`src/common/dsp_mac_pkg.sv`:
```
// Purpose: Shared constants and types for the multiply-accumulate block.
// Assumes: One clock, 32-bit register port with word-aligned byte offsets.
// Notes:   Lane widths follow the four arithmetic modes of the block.
package dsp_mac_pkg;

	// ----------------------------------------------------------------
	// Widths
	// ----------------------------------------------------------------
	localparam int ADDR_W  = 8;
	localparam int DATA_W  = 32;
	localparam int A_W     = 19;
	localparam int B_W     = 18;
	localparam int ACC_W   = 48;
	localparam int SHIFT_W = 4;
	localparam int CNT_W   = 16;

	// Per-mode lane geometry: operand widths and adder widths.
	localparam int SGL_RW  = 48;
	localparam int DUAL_RW = 24;
	localparam int DA0_W   = 11;
	localparam int DB0_W   = 10;
	localparam int DA1_W   = 8;
	localparam int DB1_W   = 8;
	localparam int QUAD_RW = 12;
	localparam int QA0_W   = 7;
	localparam int QB0_W   = 6;
	localparam int QN_W    = 4;
	localparam int QUAD_N  = 4;

	// Floating-point format.
	localparam int BF_W    = 16;
	localparam int BF_MAN  = 7;
	localparam int BF_BIAS = 127;
	localparam int BF_EMAX = 255;

	// ----------------------------------------------------------------
	// Register offsets
	// ----------------------------------------------------------------
	localparam logic [ADDR_W-1:0] CTRL_OFS = 8'h00;
	localparam logic [ADDR_W-1:0] STAT_OFS = 8'h04;
	localparam logic [ADDR_W-1:0] RLO_OFS  = 8'h08;
	localparam logic [ADDR_W-1:0] RHI_OFS  = 8'h0C;

	// ----------------------------------------------------------------
	// Types
	// ----------------------------------------------------------------
	typedef enum logic [1:0] {MODE_SINGLE, MODE_DUAL, MODE_QUAD, MODE_FLOAT} mode_t;
	typedef enum logic [1:0] {OP_BYPASS, OP_ADD, OP_SUB, OP_ACC} op_t;

	// Control word: mode [1:0], signed [2], op [4:3], shift [8:5].
	typedef struct packed {
		logic [SHIFT_W-1:0] shift;
		op_t                op;
		logic               sgn;
		mode_t              mode;
	} ctrl_t;

	// Operands driven by the fabric, taken together on each request.
	typedef struct packed {
		logic [A_W-1:0]   a;
		logic [B_W-1:0]   b;
		logic [ACC_W-1:0] c;
	} operand_t;

	localparam ctrl_t CTRL_RST = '{shift: 4'h0, op: OP_BYPASS, sgn: 1'h1, mode: MODE_SINGLE};

endpackage

```
`src/logic/dsp_mac_lane.sv`:
```
// Purpose: One integer lane: multiply, optional add/subtract, right shift.
// Assumes: Purely combinational; the caller registers the results.
// Notes:   Product is resized to the adder width, so wide products truncate.
`timescale 1ns/10ps
module dsp_mac_lane
	import dsp_mac_pkg::*;
#(
	parameter int AW = 19,
	parameter int BW = 18,
	parameter int RW = 48
)
(
	input  wire logic [AW-1:0]      a_i,      // First operand.
	input  wire logic [BW-1:0]      b_i,      // Second operand.
	input  wire logic [RW-1:0]      addend_i, // Addend or running sum.
	input  wire op_t                op_i,     // Adder operation.
	input  wire logic               signed_i, // Two's complement operands.
	input  wire logic [SHIFT_W-1:0] shift_i,  // Right shift amount.
	output logic      [RW-1:0]      sum_o,    // Unshifted adder output.
	output logic      [RW-1:0]      result_o  // Shifted lane result.
);

	logic signed [AW:0]      ax;
	logic signed [BW:0]      bx;
	logic signed [AW+BW+1:0] prod;
	logic        [RW-1:0]    prod_rw;

	// ----------------------------------------------------------------
	// Datapath
	// ----------------------------------------------------------------
	// A ninth-style guard bit carries the sign, so one signed multiplier
	// serves both signed and unsigned operands.
	always_comb
	begin
		ax      = $signed({signed_i & a_i[AW-1], a_i});                // [RULE9]
		bx      = $signed({signed_i & b_i[BW-1], b_i});                // [RULE9]
		prod    = ax * bx;
		prod_rw = RW'(prod);                                           // [RULE5]
		case (op_i)
			OP_BYPASS: sum_o = prod_rw;                                  // [RULE12]
			OP_SUB:    sum_o = addend_i - prod_rw;                       // [RULE8]
			default:   sum_o = addend_i + prod_rw;                       // [RULE8]
		endcase
		if (signed_i)
		begin
			result_o = RW'($signed(sum_o) >>> shift_i);                  // [RULE7]
		end
		else
		begin
			result_o = sum_o >> shift_i;                                 // [RULE7]
		end
	end

endmodule // dsp_mac_lane

```
`src/logic/dsp_mac.sv`:
```
// Purpose: Configurable multiply-accumulate block with four arithmetic modes.
// Assumes: Operands synchronous to clock_i; control set over the register port.
// Notes:   One pipeline stage; the result stands from the cycle after en_i.
//
// Overview of operation
// [RULE1] Four modes: single, dual, quad integer lanes, and floating point.
// [RULE2] Single mode: one 19x18 product with a 48-bit adder/subtractor.
// [RULE3] Dual mode: 11x10 and 8x8 products, each with a 24-bit adder.
// [RULE4] Quad mode: one 7x6 and three 4x4 products, four 12-bit adders.
// [RULE5] The quad 7x6 product is cut to its low 12 bits.
// [RULE6] Float mode: one fused multiply-add/subtract/accumulate on bfloat16.
// [RULE7] Variable right shift by 4-bit amount, one per integer lane.
// [RULE8] Multiply, add, subtract, and accumulate with a running-sum feedback.
// [RULE9] Integer operands are signed or unsigned by one static setting.
// [RULE10] Packed narrow functions must share one signedness setting.
// [RULE11] Multiplier operands come from the first and second data inputs.
// [RULE12] The adder can be bypassed, giving the raw product as result.
// [RULE13] Synchronous clear zeroes accumulator and result on the next edge.
`timescale 1ns/10ps
module dsp_mac
	import dsp_mac_pkg::*;
(
	input  wire logic              clock_i, // Block clock, 125 MHz.
	input  wire logic              rst_i,   // Asynchronous reset, active high.
	input  wire logic              clear_i, // Synchronous clear of sums.
	input  wire logic              en_i,    // Take operands this cycle.
	input  wire operand_t          opnd_i,  // Operands a, b and addend c.
	output logic                   valid_o, // Result updated, one cycle.
	output logic     [ACC_W-1:0]   result_o, // Registered result.
	input  wire logic [ADDR_W-1:0] addr_i,  // Register byte address.
	input  wire logic [DATA_W-1:0] wdata_i, // Register write data.
	input  wire logic              wr_i,    // Register write strobe.
	input  wire logic              rd_i,    // Register read strobe.
	output logic     [DATA_W-1:0]  rdata_o  // Read data, cycle after rd_i.
);

	// ----------------------------------------------------------------
	// Declarations
	// ----------------------------------------------------------------
	ctrl_t              ctrl_q;
	ctrl_t              ctrl_d;
	logic [DATA_W-1:0]  rdata_q;
	logic [DATA_W-1:0]  rdata_d;
	logic [ACC_W-1:0]   acc_q;
	logic [ACC_W-1:0]   acc_d;
	logic [ACC_W-1:0]   res_q;
	logic [ACC_W-1:0]   res_d;
	logic               valid_q;
	logic               valid_d;
	logic [CNT_W-1:0]   count_q;
	logic [CNT_W-1:0]   count_d;
	logic [ACC_W-1:0]   add_src;
	logic [ACC_W-1:0]   s_sum;
	logic [ACC_W-1:0]   s_res;
	logic [DUAL_RW-1:0] d_sum [2];
	logic [DUAL_RW-1:0] d_res [2];
	logic [QUAD_RW-1:0] q_sum [QUAD_N];
	logic [QUAD_RW-1:0] q_res [QUAD_N];
	logic [BF_W-1:0]    f_res;
	logic [ACC_W-1:0]   lane_sum;
	logic [ACC_W-1:0]   lane_res;

	// ----------------------------------------------------------------
	// Register port
	// ----------------------------------------------------------------
	// Writes land in the control word; read data is held for exactly one
	// cycle and is zero otherwise, including for unmapped offsets.
	always_comb
	begin
		ctrl_d  = ctrl_q;
		rdata_d = '0;
		if (wr_i && addr_i == CTRL_OFS)
		begin
			ctrl_d = ctrl_t'(wdata_i[$bits(ctrl_t)-1:0]);              // [RULE1]
		end
		if (rd_i)
		begin
			case (addr_i)
				CTRL_OFS: rdata_d = DATA_W'(ctrl_q);
				STAT_OFS: rdata_d = {count_q, 14'h0000, ctrl_q.mode};
				RLO_OFS:  rdata_d = res_q[DATA_W-1:0];
				RHI_OFS:  rdata_d = DATA_W'(res_q[ACC_W-1:DATA_W]);
				default:  rdata_d = '0;
			endcase
		end
	end

	always_ff @(posedge clock_i or posedge rst_i)
	begin
		if (rst_i)
		begin
			ctrl_q  <= CTRL_RST;
			rdata_q <= '0;
		end
		else
		begin
			ctrl_q  <= ctrl_d;
			rdata_q <= rdata_d;
		end
	end

	assign rdata_o = rdata_q;

	// ----------------------------------------------------------------
	// Addend selection
	// ----------------------------------------------------------------
	// Accumulate feeds back the unshifted running sum; add and subtract
	// use the fabric's third operand. Lanes take their own slices.
	assign add_src = (ctrl_q.op == OP_ACC) ? acc_q : opnd_i.c;       // [RULE8]

	// ----------------------------------------------------------------
	// Integer lanes
	// ----------------------------------------------------------------
	// All lanes share one signedness bit, which is what keeps packed
	// narrow functions consistent with each other. [RULE10]
	dsp_mac_lane #(.AW(A_W), .BW(B_W), .RW(SGL_RW)) u_single (          // [RULE2]
		.a_i      (opnd_i.a),                                          // [RULE11]
		.b_i      (opnd_i.b),                                          // [RULE11]
		.addend_i (add_src),
		.op_i     (ctrl_q.op),
		.signed_i (ctrl_q.sgn),
		.shift_i  (ctrl_q.shift),
		.sum_o    (s_sum),
		.result_o (s_res)
	);

	dsp_mac_lane #(.AW(DA0_W), .BW(DB0_W), .RW(DUAL_RW)) u_dual0 (      // [RULE3]
		.a_i      (opnd_i.a[DA0_W-1:0]),
		.b_i      (opnd_i.b[DB0_W-1:0]),
		.addend_i (add_src[DUAL_RW-1:0]),
		.op_i     (ctrl_q.op),
		.signed_i (ctrl_q.sgn),
		.shift_i  (ctrl_q.shift),
		.sum_o    (d_sum[0]),
		.result_o (d_res[0])
	);

	dsp_mac_lane #(.AW(DA1_W), .BW(DB1_W), .RW(DUAL_RW)) u_dual1 (      // [RULE3]
		.a_i      (opnd_i.a[DA0_W+DA1_W-1:DA0_W]),
		.b_i      (opnd_i.b[DB0_W+DB1_W-1:DB0_W]),
		.addend_i (add_src[2*DUAL_RW-1:DUAL_RW]),
		.op_i     (ctrl_q.op),
		.signed_i (ctrl_q.sgn),
		.shift_i  (ctrl_q.shift),
		.sum_o    (d_sum[1]),
		.result_o (d_res[1])
	);

	// The 7x6 lane keeps only the low 12 product bits.
	dsp_mac_lane #(.AW(QA0_W), .BW(QB0_W), .RW(QUAD_RW)) u_quad0 (      // [RULE4]
		.a_i      (opnd_i.a[QA0_W-1:0]),
		.b_i      (opnd_i.b[QB0_W-1:0]),
		.addend_i (add_src[QUAD_RW-1:0]),
		.op_i     (ctrl_q.op),
		.signed_i (ctrl_q.sgn),
		.shift_i  (ctrl_q.shift),
		.sum_o    (q_sum[0]),
		.result_o (q_res[0])
	);

	// Three 4x4 lanes packed above the 7x6 operands.
	for (genvar i = 1; i < QUAD_N; i++)
	begin : g_quad
		dsp_mac_lane #(.AW(QN_W), .BW(QN_W), .RW(QUAD_RW)) u_quadn (      // [RULE4]
			.a_i      (opnd_i.a[QA0_W+(i-1)*QN_W +: QN_W]),
			.b_i      (opnd_i.b[QB0_W+(i-1)*QN_W +: QN_W]),
			.addend_i (add_src[i*QUAD_RW +: QUAD_RW]),
			.op_i     (ctrl_q.op),
			.signed_i (ctrl_q.sgn),
			.shift_i  (ctrl_q.shift),
			.sum_o    (q_sum[i]),
			.result_o (q_res[i])
		);
	end

	// ----------------------------------------------------------------
	// Floating-point fused multiply-add
	// ----------------------------------------------------------------
	// Subnormals flush to zero and rounding truncates; this trades exact
	// rounding for a short single-cycle path. No NaN is produced.
	logic [BF_W-1:0]   fa, fb, fc;
	logic              p_zero;
	logic              c_zero;
	logic              ps;
	logic [15:0]       mp;
	logic [15:0]       pm;
	logic signed [9:0] pe;
	logic [15:0]       cm;
	logic signed [9:0] ce;
	logic [15:0]       big;
	logic [15:0]       sml;
	logic signed [9:0] big_e;
	logic signed [9:0] diff;
	logic              bs;
	logic              ss;
	logic [15:0]       sml_al;
	logic [16:0]       mag;
	logic              rs;
	logic [4:0]        lead;
	logic [16:0]       norm;
	logic signed [9:0] re;

	always_comb
	begin
		fa     = opnd_i.a[BF_W-1:0];                                     // [RULE11]
		fb     = opnd_i.b[BF_W-1:0];
		fc     = add_src[BF_W-1:0];
		p_zero = (fa[14:7] == 8'h00) || (fb[14:7] == 8'h00);
		c_zero = (fc[14:7] == 8'h00) || (ctrl_q.op == OP_BYPASS);      // [RULE12]
		ps     = fa[15] ^ fb[15] ^ (ctrl_q.op == OP_SUB);               // [RULE6]
		mp     = {1'h1, fa[BF_MAN-1:0]} * {1'h1, fb[BF_MAN-1:0]};
		pe     = 10'({2'h0, fa[14:7]}) + 10'({2'h0, fb[14:7]})
		         - 10'(BF_BIAS) + 10'(mp[15]);
		pm     = mp[15] ? mp : {mp[14:0], 1'h0};
		cm     = {1'h1, fc[BF_MAN-1:0], 8'h00};
		ce     = 10'({2'h0, fc[14:7]});
		// A zero term borrows the other's exponent so alignment is a no-op.
		if (p_zero)
		begin
			pm = '0;
			pe = ce;
		end
		if (c_zero)
		begin
			cm = '0;
			ce = pe;
		end
		if (pe >= ce)
		begin
			big   = pm;
			big_e = pe;
			sml   = cm;
			diff  = pe - ce;
			bs    = ps;
			ss    = fc[15];
		end
		else
		begin
			big   = cm;
			big_e = ce;
			sml   = pm;
			diff  = ce - pe;
			bs    = fc[15];
			ss    = ps;
		end
		sml_al = (diff > 10'sd15) ? '0 : (sml >> diff[3:0]);
		if (bs == ss)
		begin
			mag = {1'h0, big} + {1'h0, sml_al};
			rs  = bs;
		end
		else if (big >= sml_al)
		begin
			mag = {1'h0, big - sml_al};
			rs  = bs;
		end
		else
		begin
			mag = {1'h0, sml_al - big};
			rs  = ss;
		end
		lead = '0;
		for (int k = 0; k < 17; k++)
		begin
			if (mag[k])
			begin
				lead = 5'(k);
			end
		end
		norm = mag << (5'd16 - lead);
		re   = big_e + 10'({5'h00, lead}) - 10'sd15;
		if (mag == '0 || re <= 10'sd0)
		begin
			f_res = '0;
		end
		else if (re >= 10'(BF_EMAX))
		begin
			f_res = {rs, 8'hFF, 7'h00};
		end
		else
		begin
			f_res = {rs, re[7:0], norm[15:9]};                           // [RULE6]
		end
	end

	// ----------------------------------------------------------------
	// Mode selection
	// ----------------------------------------------------------------
	always_comb
	begin
		case (ctrl_q.mode)                                              // [RULE1]
			MODE_SINGLE:
			begin
				lane_sum = s_sum;
				lane_res = s_res;
			end
			MODE_DUAL:
			begin
				lane_sum = {d_sum[1], d_sum[0]};
				lane_res = {d_res[1], d_res[0]};
			end
			MODE_QUAD:
			begin
				lane_sum = {q_sum[3], q_sum[2], q_sum[1], q_sum[0]};
				lane_res = {q_res[3], q_res[2], q_res[1], q_res[0]};
			end
			MODE_FLOAT:
			begin
				lane_sum = ACC_W'(f_res);
				lane_res = ACC_W'(f_res);
			end
			default:
			begin
				lane_sum = '0;
				lane_res = '0;
			end
		endcase
	end

	// ----------------------------------------------------------------
	// Accumulator and result registers
	// ----------------------------------------------------------------
	// Clear wins over a same-cycle request so a fresh accumulation never
	// starts from a stale sum.
	always_comb
	begin
		acc_d   = acc_q;
		res_d   = res_q;
		count_d = count_q;
		valid_d = 1'h0;
		if (clear_i)
		begin
			acc_d   = '0;                                              // [RULE13]
			res_d   = '0;                                              // [RULE13]
			count_d = '0;
		end
		else if (en_i)
		begin
			acc_d   = lane_sum;                                        // [RULE8]
			res_d   = lane_res;
			count_d = count_q + 16'h0001;
			valid_d = 1'h1;
		end
	end

	always_ff @(posedge clock_i or posedge rst_i)
	begin
		if (rst_i)
		begin
			acc_q   <= '0;
			res_q   <= '0;
			count_q <= '0;
			valid_q <= 1'h0;
		end
		else
		begin
			acc_q   <= acc_d;
			res_q   <= res_d;
			count_q <= count_d;
			valid_q <= valid_d;
		end
	end

	assign result_o = res_q;
	assign valid_o  = valid_q;

endmodule // dsp_mac

```
`config.mk`:
```
export PLATFORM = sky130hd
export DESIGN_NAME = dsp_mac
export DESIGN_NICKNAME = d
export VERILOG_FILES = /design/src/common/dsp_mac_pkg.sv /design/src/logic/dsp_mac_lane.sv /design/src/logic/dsp_mac.sv
export SDC_FILE = /design/constraint.sdc
export NUM_CORES = 2
export LEC_CHECK = 0
export ABC_AREA = 1
export BUFFER_PORTS_ARGS = -buffer_cell sky130_fd_sc_hd__buf_2
export CAP_MARGIN = 20
export CORE_MARGIN = 2
export CORE_UTILIZATION = 60
export DETAILED_ROUTE_END_ITERATION = 16
export PLACE_DENSITY_LB_ADDON = 0.2
export REMOVE_ABC_BUFFERS = 1
export SKIP_LAST_GASP = 1
export SYNTH_ARGS = -nofsm -noshare
export SYNTH_HDL_FRONTEND = slang
export SYNTH_SLANG_ARGS = --single-unit
```
`constraint.sdc`:
```
create_clock -name clock_i -period 9.6 [get_ports clock_i]
set_clock_uncertainty 0.15 [all_clocks]
set_input_delay 0.96 -clock clock_i [delete_from_list [all_inputs] [get_ports clock_i]]
set_output_delay 0.96 -clock clock_i [all_outputs]
set_load 0.03 [all_outputs]
```
# Yosys cells after proc, flatten, opt, wreduce, memory -nomap -nowiden
# Index checks and enable logic that the tools add are counted.
# classes
n_eq_ne	9
n_lt_le_gt_ge	5
mux	61
add_sub_neg	26
shift	16
bitwise_logic	10
reduce_logical	12
multipliers	8
# ops
operator	count
one-hot mux 48 bit (4 select lines)	2
2-to-1 mux 48 bit	6
2-to-1 mux 16 bit	10
one-hot mux 32 bit (4 select lines)	1
one-hot mux 12 bit (2 select lines)	4
one-hot mux 24 bit (2 select lines)	2
one-hot mux 48 bit (2 select lines)	1
2-to-1 mux 5 bit	15
adder 12 bit	4
adder 24 bit	2
adder 48 bit	1
2-to-1 mux 12 bit	4
2-to-1 mux 24 bit	2
right shift 12 x 4 -> 12 bit	4
right shift 24 x 4 -> 24 bit	2
right shift 48 x 4 -> 48 bit	1
>>> shifter 12 x 4 -> 12 bit	4
>>> shifter 24 x 4 -> 24 bit	2
>>> shifter 48 x 4 -> 48 bit	1
subtractor 12 bit	4
subtractor 24 bit	2
subtractor 48 bit	1
2-to-1 mux 10 bit	4
multiplier 20 x 19 -> 39 bit	1
other kinds (39)	67
# word_totals
wordCells	156
register_bits	154
in_bits	131
output_inout_bits	81

# Longest topological paths before layout
# logic_depth
ltp_word	36
depth_mapped	107
ltp_nobuf	104

# Hierarchy
# A second synthesis with hierarchy kept.
# hier_totals
hier_cells	10854
area_unflattened_um2	67669.9
# modules_own_cells
module	cells_each	n_inst	area_per_inst_um2	seq_area_each_um2
dsp_mac_lane at u_single	3565	1	22641.7	0.0
dsp_mac	2647	1	17458.0	3854.9
dsp_mac_lane at u_dual0	1441	1	9019.9	0.0
dsp_mac_lane at g_quad[1].u_quadn ...	488	3	2718.9	0.0
dsp_mac_lane at u_dual1	1118	1	6746.5	0.0
dsp_mac_lane at u_quad0	619	1	3647.2	0.0

# Worst setup path before layout
# No wires, ideal clock.
# synth_timing
path_kind	input -> register
start	input port opnd_i[71] (netlist bit)
end	register res_q[1], in the netlist result_o[1]
setup_slack_ns	-4.861
t_required_ns	9.384
setup_ns	0.066
path_stages	98
arrival_ns	14.245
path_buffers	7
cell_sequence	clkbuf_1 > clkbuf_1 > nand2_1 > inv_1 > fa_1 > fa_1 > fa_1 > inv_1 > fa_1 > inv_1 > ha_1 > inv_1 > nor3_1 > nand2_1 > nand2_1 > nand2_1 > nand2_1 > a21o_1 > (+62 left out) > ha_1 > fa_1 > a21oi_1 > o21bai_1 > a21oi_1 > o21bai_1 > a21o_1 > a21oi_1 > inv_1 > nand3_1 > nand2_1 > nand2_1 > inv_2 > nor3_4 > nand3_1 > nand2_1 > nand2_1 > nand2_1
# synth_via
elab_chain_len	35
word_cells_on_any_way	75
classes_between	add/sub (15); mul (4); order compare (5); eq/ne (1); shift (8); mux (40); reduce/logical (2)
# synth_lines
element	line_no	source
from (decl)	dsp_mac.sv:27	input wire operand_t opnd_i,
multiplier 8 x 8 -> 16 bit	dsp_mac.sv:211	mp = {1'h1, fa[BF_MAN-1:0]} * {1'h1, fb[BF_MAN-1:0]};
adder 10 x 1 -> 10 bit	dsp_mac.sv:213	- 10'(BF_BIAS) + 10'(mp[15]);
2-to-1 mux 10 bit	dsp_mac.sv:218	if (p_zero)
2-to-1 mux 10 bit	dsp_mac.sv:223	if (c_zero)
subtractor 10 bit, or another cell as far along	dsp_mac.sv:242	diff = ce - pe;
2-to-1 mux 10 bit / 2-to-1 mux 16 bit (equally long branches)	dsp_mac.sv:228	if (pe >= ce)
> comparator 10 x 5 -> 1 bit / right shift 16 x 4 -> 16 bit (equally long branches)	dsp_mac.sv:246	sml_al = (diff > 10'sd15) ? '0 : (sml >> diff[3:0]);
2-to-1 mux 16 bit	dsp_mac.sv:246	
(+19 left out)	n/a	
adder 10 x 5 -> 10 bit	dsp_mac.sv:271	re = big_e + 10'({5'h00, lead}) - 10'sd15;
subtractor 10 x 4 -> 10 bit	dsp_mac.sv:271	
>= comparator 10 x 9 -> 1 bit / less-or-equal comparator 10 x 1 -> 1 bit (equally long branches)	dsp_mac.sv:276, dsp_mac.sv:272	
2-to-1 mux 15 bit / logical OR 1 bit (equally long branches)	dsp_mac.sv:276, dsp_mac.sv:272	
2-to-1 mux 16 bit	dsp_mac.sv:272	if (mag == '0 || re <= 10'sd0)
one-hot mux 48 bit (4 select lines) (*)	dsp_mac.sv:291	case (ctrl_q.mode)
2-to-1 mux 48 bit (*)	dsp_mac.sv:337	else if (en_i)
2-to-1 mux 48 bit (*)	dsp_mac.sv:331	if (clear_i)
to (signal assigned)	dsp_mac.sv:358	res_q <= res_d;
to (decl)	dsp_mac.sv:46	logic [ACC_W-1:0] res_q;
# Every way passes the cells marked *; elsewhere a longest branch is shown, timed or not. The select of a mux whose other input is x is not followed.
# A chain may end at the register's enable or synchronous reset.

# Worst setup path after layout
# layout_timing
start	input port opnd_i[51] (netlist bit)
end	register acc_q[4]
# layout_via
elab_chain_len	35
word_cells_on_any_way	66
classes_between	add/sub (15); mul (4); order compare (5); eq/ne (1); shift (2); mux (37); reduce/logical (2)
# layout_lines
element	line_no	source
multiplier 8 x 8 -> 16 bit	dsp_mac.sv:211	
adder 10 x 1 -> 10 bit	dsp_mac.sv:213	
2-to-1 mux 10 bit	dsp_mac.sv:218	
2-to-1 mux 10 bit	dsp_mac.sv:223	
subtractor 10 bit, or another cell as far along	dsp_mac.sv:242	
2-to-1 mux 10 bit / 2-to-1 mux 16 bit (equally long branches)	dsp_mac.sv:228	
> comparator 10 x 5 -> 1 bit / right shift 16 x 4 -> 16 bit (equally long branches)	dsp_mac.sv:246	
2-to-1 mux 16 bit	dsp_mac.sv:246	
(+19 left out)	n/a	
adder 10 x 5 -> 10 bit	dsp_mac.sv:271	
subtractor 10 x 4 -> 10 bit	dsp_mac.sv:271	
>= comparator 10 x 9 -> 1 bit / less-or-equal comparator 10 x 1 -> 1 bit (equally long branches)	dsp_mac.sv:276, dsp_mac.sv:272	
2-to-1 mux 15 bit / logical OR 1 bit (equally long branches)	dsp_mac.sv:276, dsp_mac.sv:272	
2-to-1 mux 16 bit	dsp_mac.sv:272	
one-hot mux 48 bit (4 select lines) (*)	dsp_mac.sv:291	
2-to-1 mux 48 bit (*)	dsp_mac.sv:337	
2-to-1 mux 48 bit (*)	dsp_mac.sv:331	
to (signal assigned)	dsp_mac.sv:350	acc_q <= '0;
to (signal assigned)	dsp_mac.sv:357	acc_q <= acc_d;
to (decl)	dsp_mac.sv:44	logic [ACC_W-1:0] acc_q;
# Marked as above.

==> run metrics <==
DR WL/cell 22.3 um; Slew headroom 0.136; WHS Endpoint acc_q[6]; post-synthesis mux area share 0.00471; row count 114; RD Place Congestion 1.10; RSZ-0062 raised after global routing true; Worst Hold Slack 0.341 ns; die area 99400 sq um; critical path fanouts, max 10; Die Height 315 um; Sinks on Clock Net 154; CTS tree done; status finished, violations left; Reg2Reg Depth 53; share of layout cells above drive strength 1 0.260; Worst EP required 9.87 ns; hpwl dp 201000 um; largest family of logic cells by synthesized area adder cells; shortest period the worst path allows 13.71 ns; DR iter-0 viols 10800; post-synthesis compound-gate area fraction 0.144; sequential-to-total area share from yosys stat 0.0663; initial antenna violation count 10; Post-Synth Simple-Gate Area 0.268; failing checks setup timing; maxcap violations 0; CP Launch Type input pin; Synth Flop Type dfrtp_1; I/O Buffers 188; core area 96400 sq um; worst-skew pair later-pin latency 0.48 ns; final worst path period share 1.43; reg2reg end result_o[35]; worst r2r src ctrl_q[2]; Clock transition at path regs 0.09 ns; XOR/XNOR Fraction of Synth Area 0.0464; chip width 315 um; htree depth 4; Async SR Flop Fraction 1.00; fin. max-slew vios 0; flop-to-flop setup slack -1.62 ns; crit path buf inv count 19; Mapped Avg Cell Area 6.48 sq um; vias after detailed routing 72000; cts bufs inserted 17; number of synthesized register bits 154; area occupied by multi-input gates 49700 sq um; Unique masters post-synth 67; Hold/Removal Path Class reg2reg; clk root buf clkbuf_16; Slowest-stage cell, CP fa_1; Netlist Area Pre-Place 58200 sq um; Post-synth EDFFs 0; Worst Path Arrival 13.98 ns; Min-Delay Path Depth 2; Hold Vio Cnt, Final 0; Worst Hold Launch acc_q[6]; crit end category flop; Register Area 3860 sq um; GRT overflow 0; largest net degree at the start of global routing 99; Adder-Cell Fraction of Synth Area 0.334; Total GRT Usage 0.501; critical path's most frequent cell nand2_1; final setup violation count 90; DRC 0; Detail Route Antenna Nets 0; detailed-route wire length 264000 um; Initial Util 0.603; Vias/cell 6.09; number of global-route vias before repair 70600; synth warn 0; crit-path max cell delay 0.54 ns; area delta synth->final 31.9%; worst-margin pin slew 1.28 ns; # fillers 6732; first-pass GRT wire length 387000 um; First-pass DRT Iterations 8; max frequency 72.9 MHz; CP top delay family simple AND/OR/NAND/NOR gates; buffers from clock root to sink, at most 2; I/O pin cnt 212; Final #Nets 11800; crit path kind in2reg; post-layout worst setup margin -4.11 ns; Post-Syn Instances 8981
-- repair_timing --
action / CTS / global route
setup endpoints to repair: 87 / 92
endpoints found under the hold margin: 0 / 0
gates cloned: 4 / 0
pin swaps: 286 / 223
resized for setup: 692 / 308
hold buffers: 0 / 0
buffers inserted: 161 / 49
-- worst max path at each step --
stage,cells after the start,slack (ns),end,startpoint
5_1_grt,100,-4.70,acc_q[4],opnd_i[51]
6_report,96,-4.11,acc_q[4],opnd_i[51]
3_5_place_dp,84,-5.19,result_o[2],opnd_i[50]
4_1_cts,99,-3.45,acc_q[3],opnd_i[70]
3_3_place_gp,90,-4.70,result_o[2],opnd_i[50]
2_1_floorplan,68,-5.85,result_o[1],ctrl_q[4]
-- worst register-to-register path: cells and delay by family, from the launching register on --
family                   cells  cell delay (ns)
AO/OA/AOI/OAI                8             1.33
XOR/XNOR                     3             0.75
adder cells (fa/ha/maj)      9             3.91
buffers and inverters       10             1.28
flip-flops                   1             0.64
AND/OR/NAND/NOR             23             3.10
-- final cells by class --
cell class / count / area share
Inverter: 1740 / 0.0856
Timing Repair Buffer: 1893 / 0.187
Timing Repair inverter: 1 / 0.0000978
Clock buffer: 17 / 0.00554
Clock inverter: 15 / 0.00254
Antenna cell: 1 / 0.0000326
Tap cell: 1276 / 0.0208
Sequential cell: 154 / 0.0504
Multi-Input combinational cell: 6736 / 0.648
-- logic make-up after synthesis --
logic type               Yosys count
adder cells (fa/ha/maj)         1167
XOR/XNOR                         303
AND/OR/NAND/NOR                 3736
buffers and inverters           2092
flip-flops                       154
AO/OA/AOI/OAI                   1503
multiplexers                      26
-- registers in the layout, indices dropped and copies added, names as in the netlist --
register  flops
ctrl_q        9
acc_q        48
count_q      16
valid_o       1
rdata_o      32
result_o     48
-- routing by layer --
metal	up-vias	routed length, um	track usage	share of wire
met5	-	103	0	0.00039
met4	12	26100	0.362	0.099
met3	1913	35600	0.138	0.13
met2	5526	113000	0.782	0.43
met1	33100	89500	0.597	0.34
li1	31400	-	-	-
-- through the flow --
stage	instances	TNS, ns	setup slack [ns]	utilization	cell area (sq um)
3_5_place_dp	11600	-257.22	-5.19	0.734	70700
2_1_floorplan	8629	-193.60	-5.85	-	56800
6_report	11800	-200.44	-4.11	0.796	76700
5_1_grt	11800	-237.61	-4.70	0.796	76700
4_1_cts	11800	-141.87	-3.45	0.779	75100
3_3_place_gp	11600	-235.74	-4.70	0.733	70700
-- synth_stat cells, types with 17 or more instances --
cell         n  area [sq um]
a21o_1      28           210
a21oi_1    483          2420
a31oi_1     57           357
buf_1       70           263
clkbuf_1   254           953
dfrtp_1    153          3830
fa_1       644         12900
ha_1       523          6540
inv_1     1700          6380
inv_2       29           109
nand2_1   2310          8670
nand3_1    626          3130
nand4_1     59           369
nor2_1     503          1890
nor3_1      79           395
nor4_1      27           169
o211ai_1    71           533
o21a_1      17           128
o21ai_0    641          3210
o21ai_1     30           150
o21bai_1    35           263
o221ai_1    20           175
o22ai_1     33           206
or2_2       78           488
xnor2_1     77           674
xor2_1     220          1930
-- cell usage in the layout (no fill, tap or decap), types with 149 or more instances in the layout --
cell     count
a21oi_1    410
buf_2      172
buf_4     1621
dfrtp_1    149
fa_1       628
ha_1       463
inv_1     1646
nand2_1   2147
nand3_1    541
nor2_1     451
o21ai_0    521
xor2_1     202
Power is not shown: default switching activity piles up to over one toggle a cycle in this logic, so the estimate is an artifact.
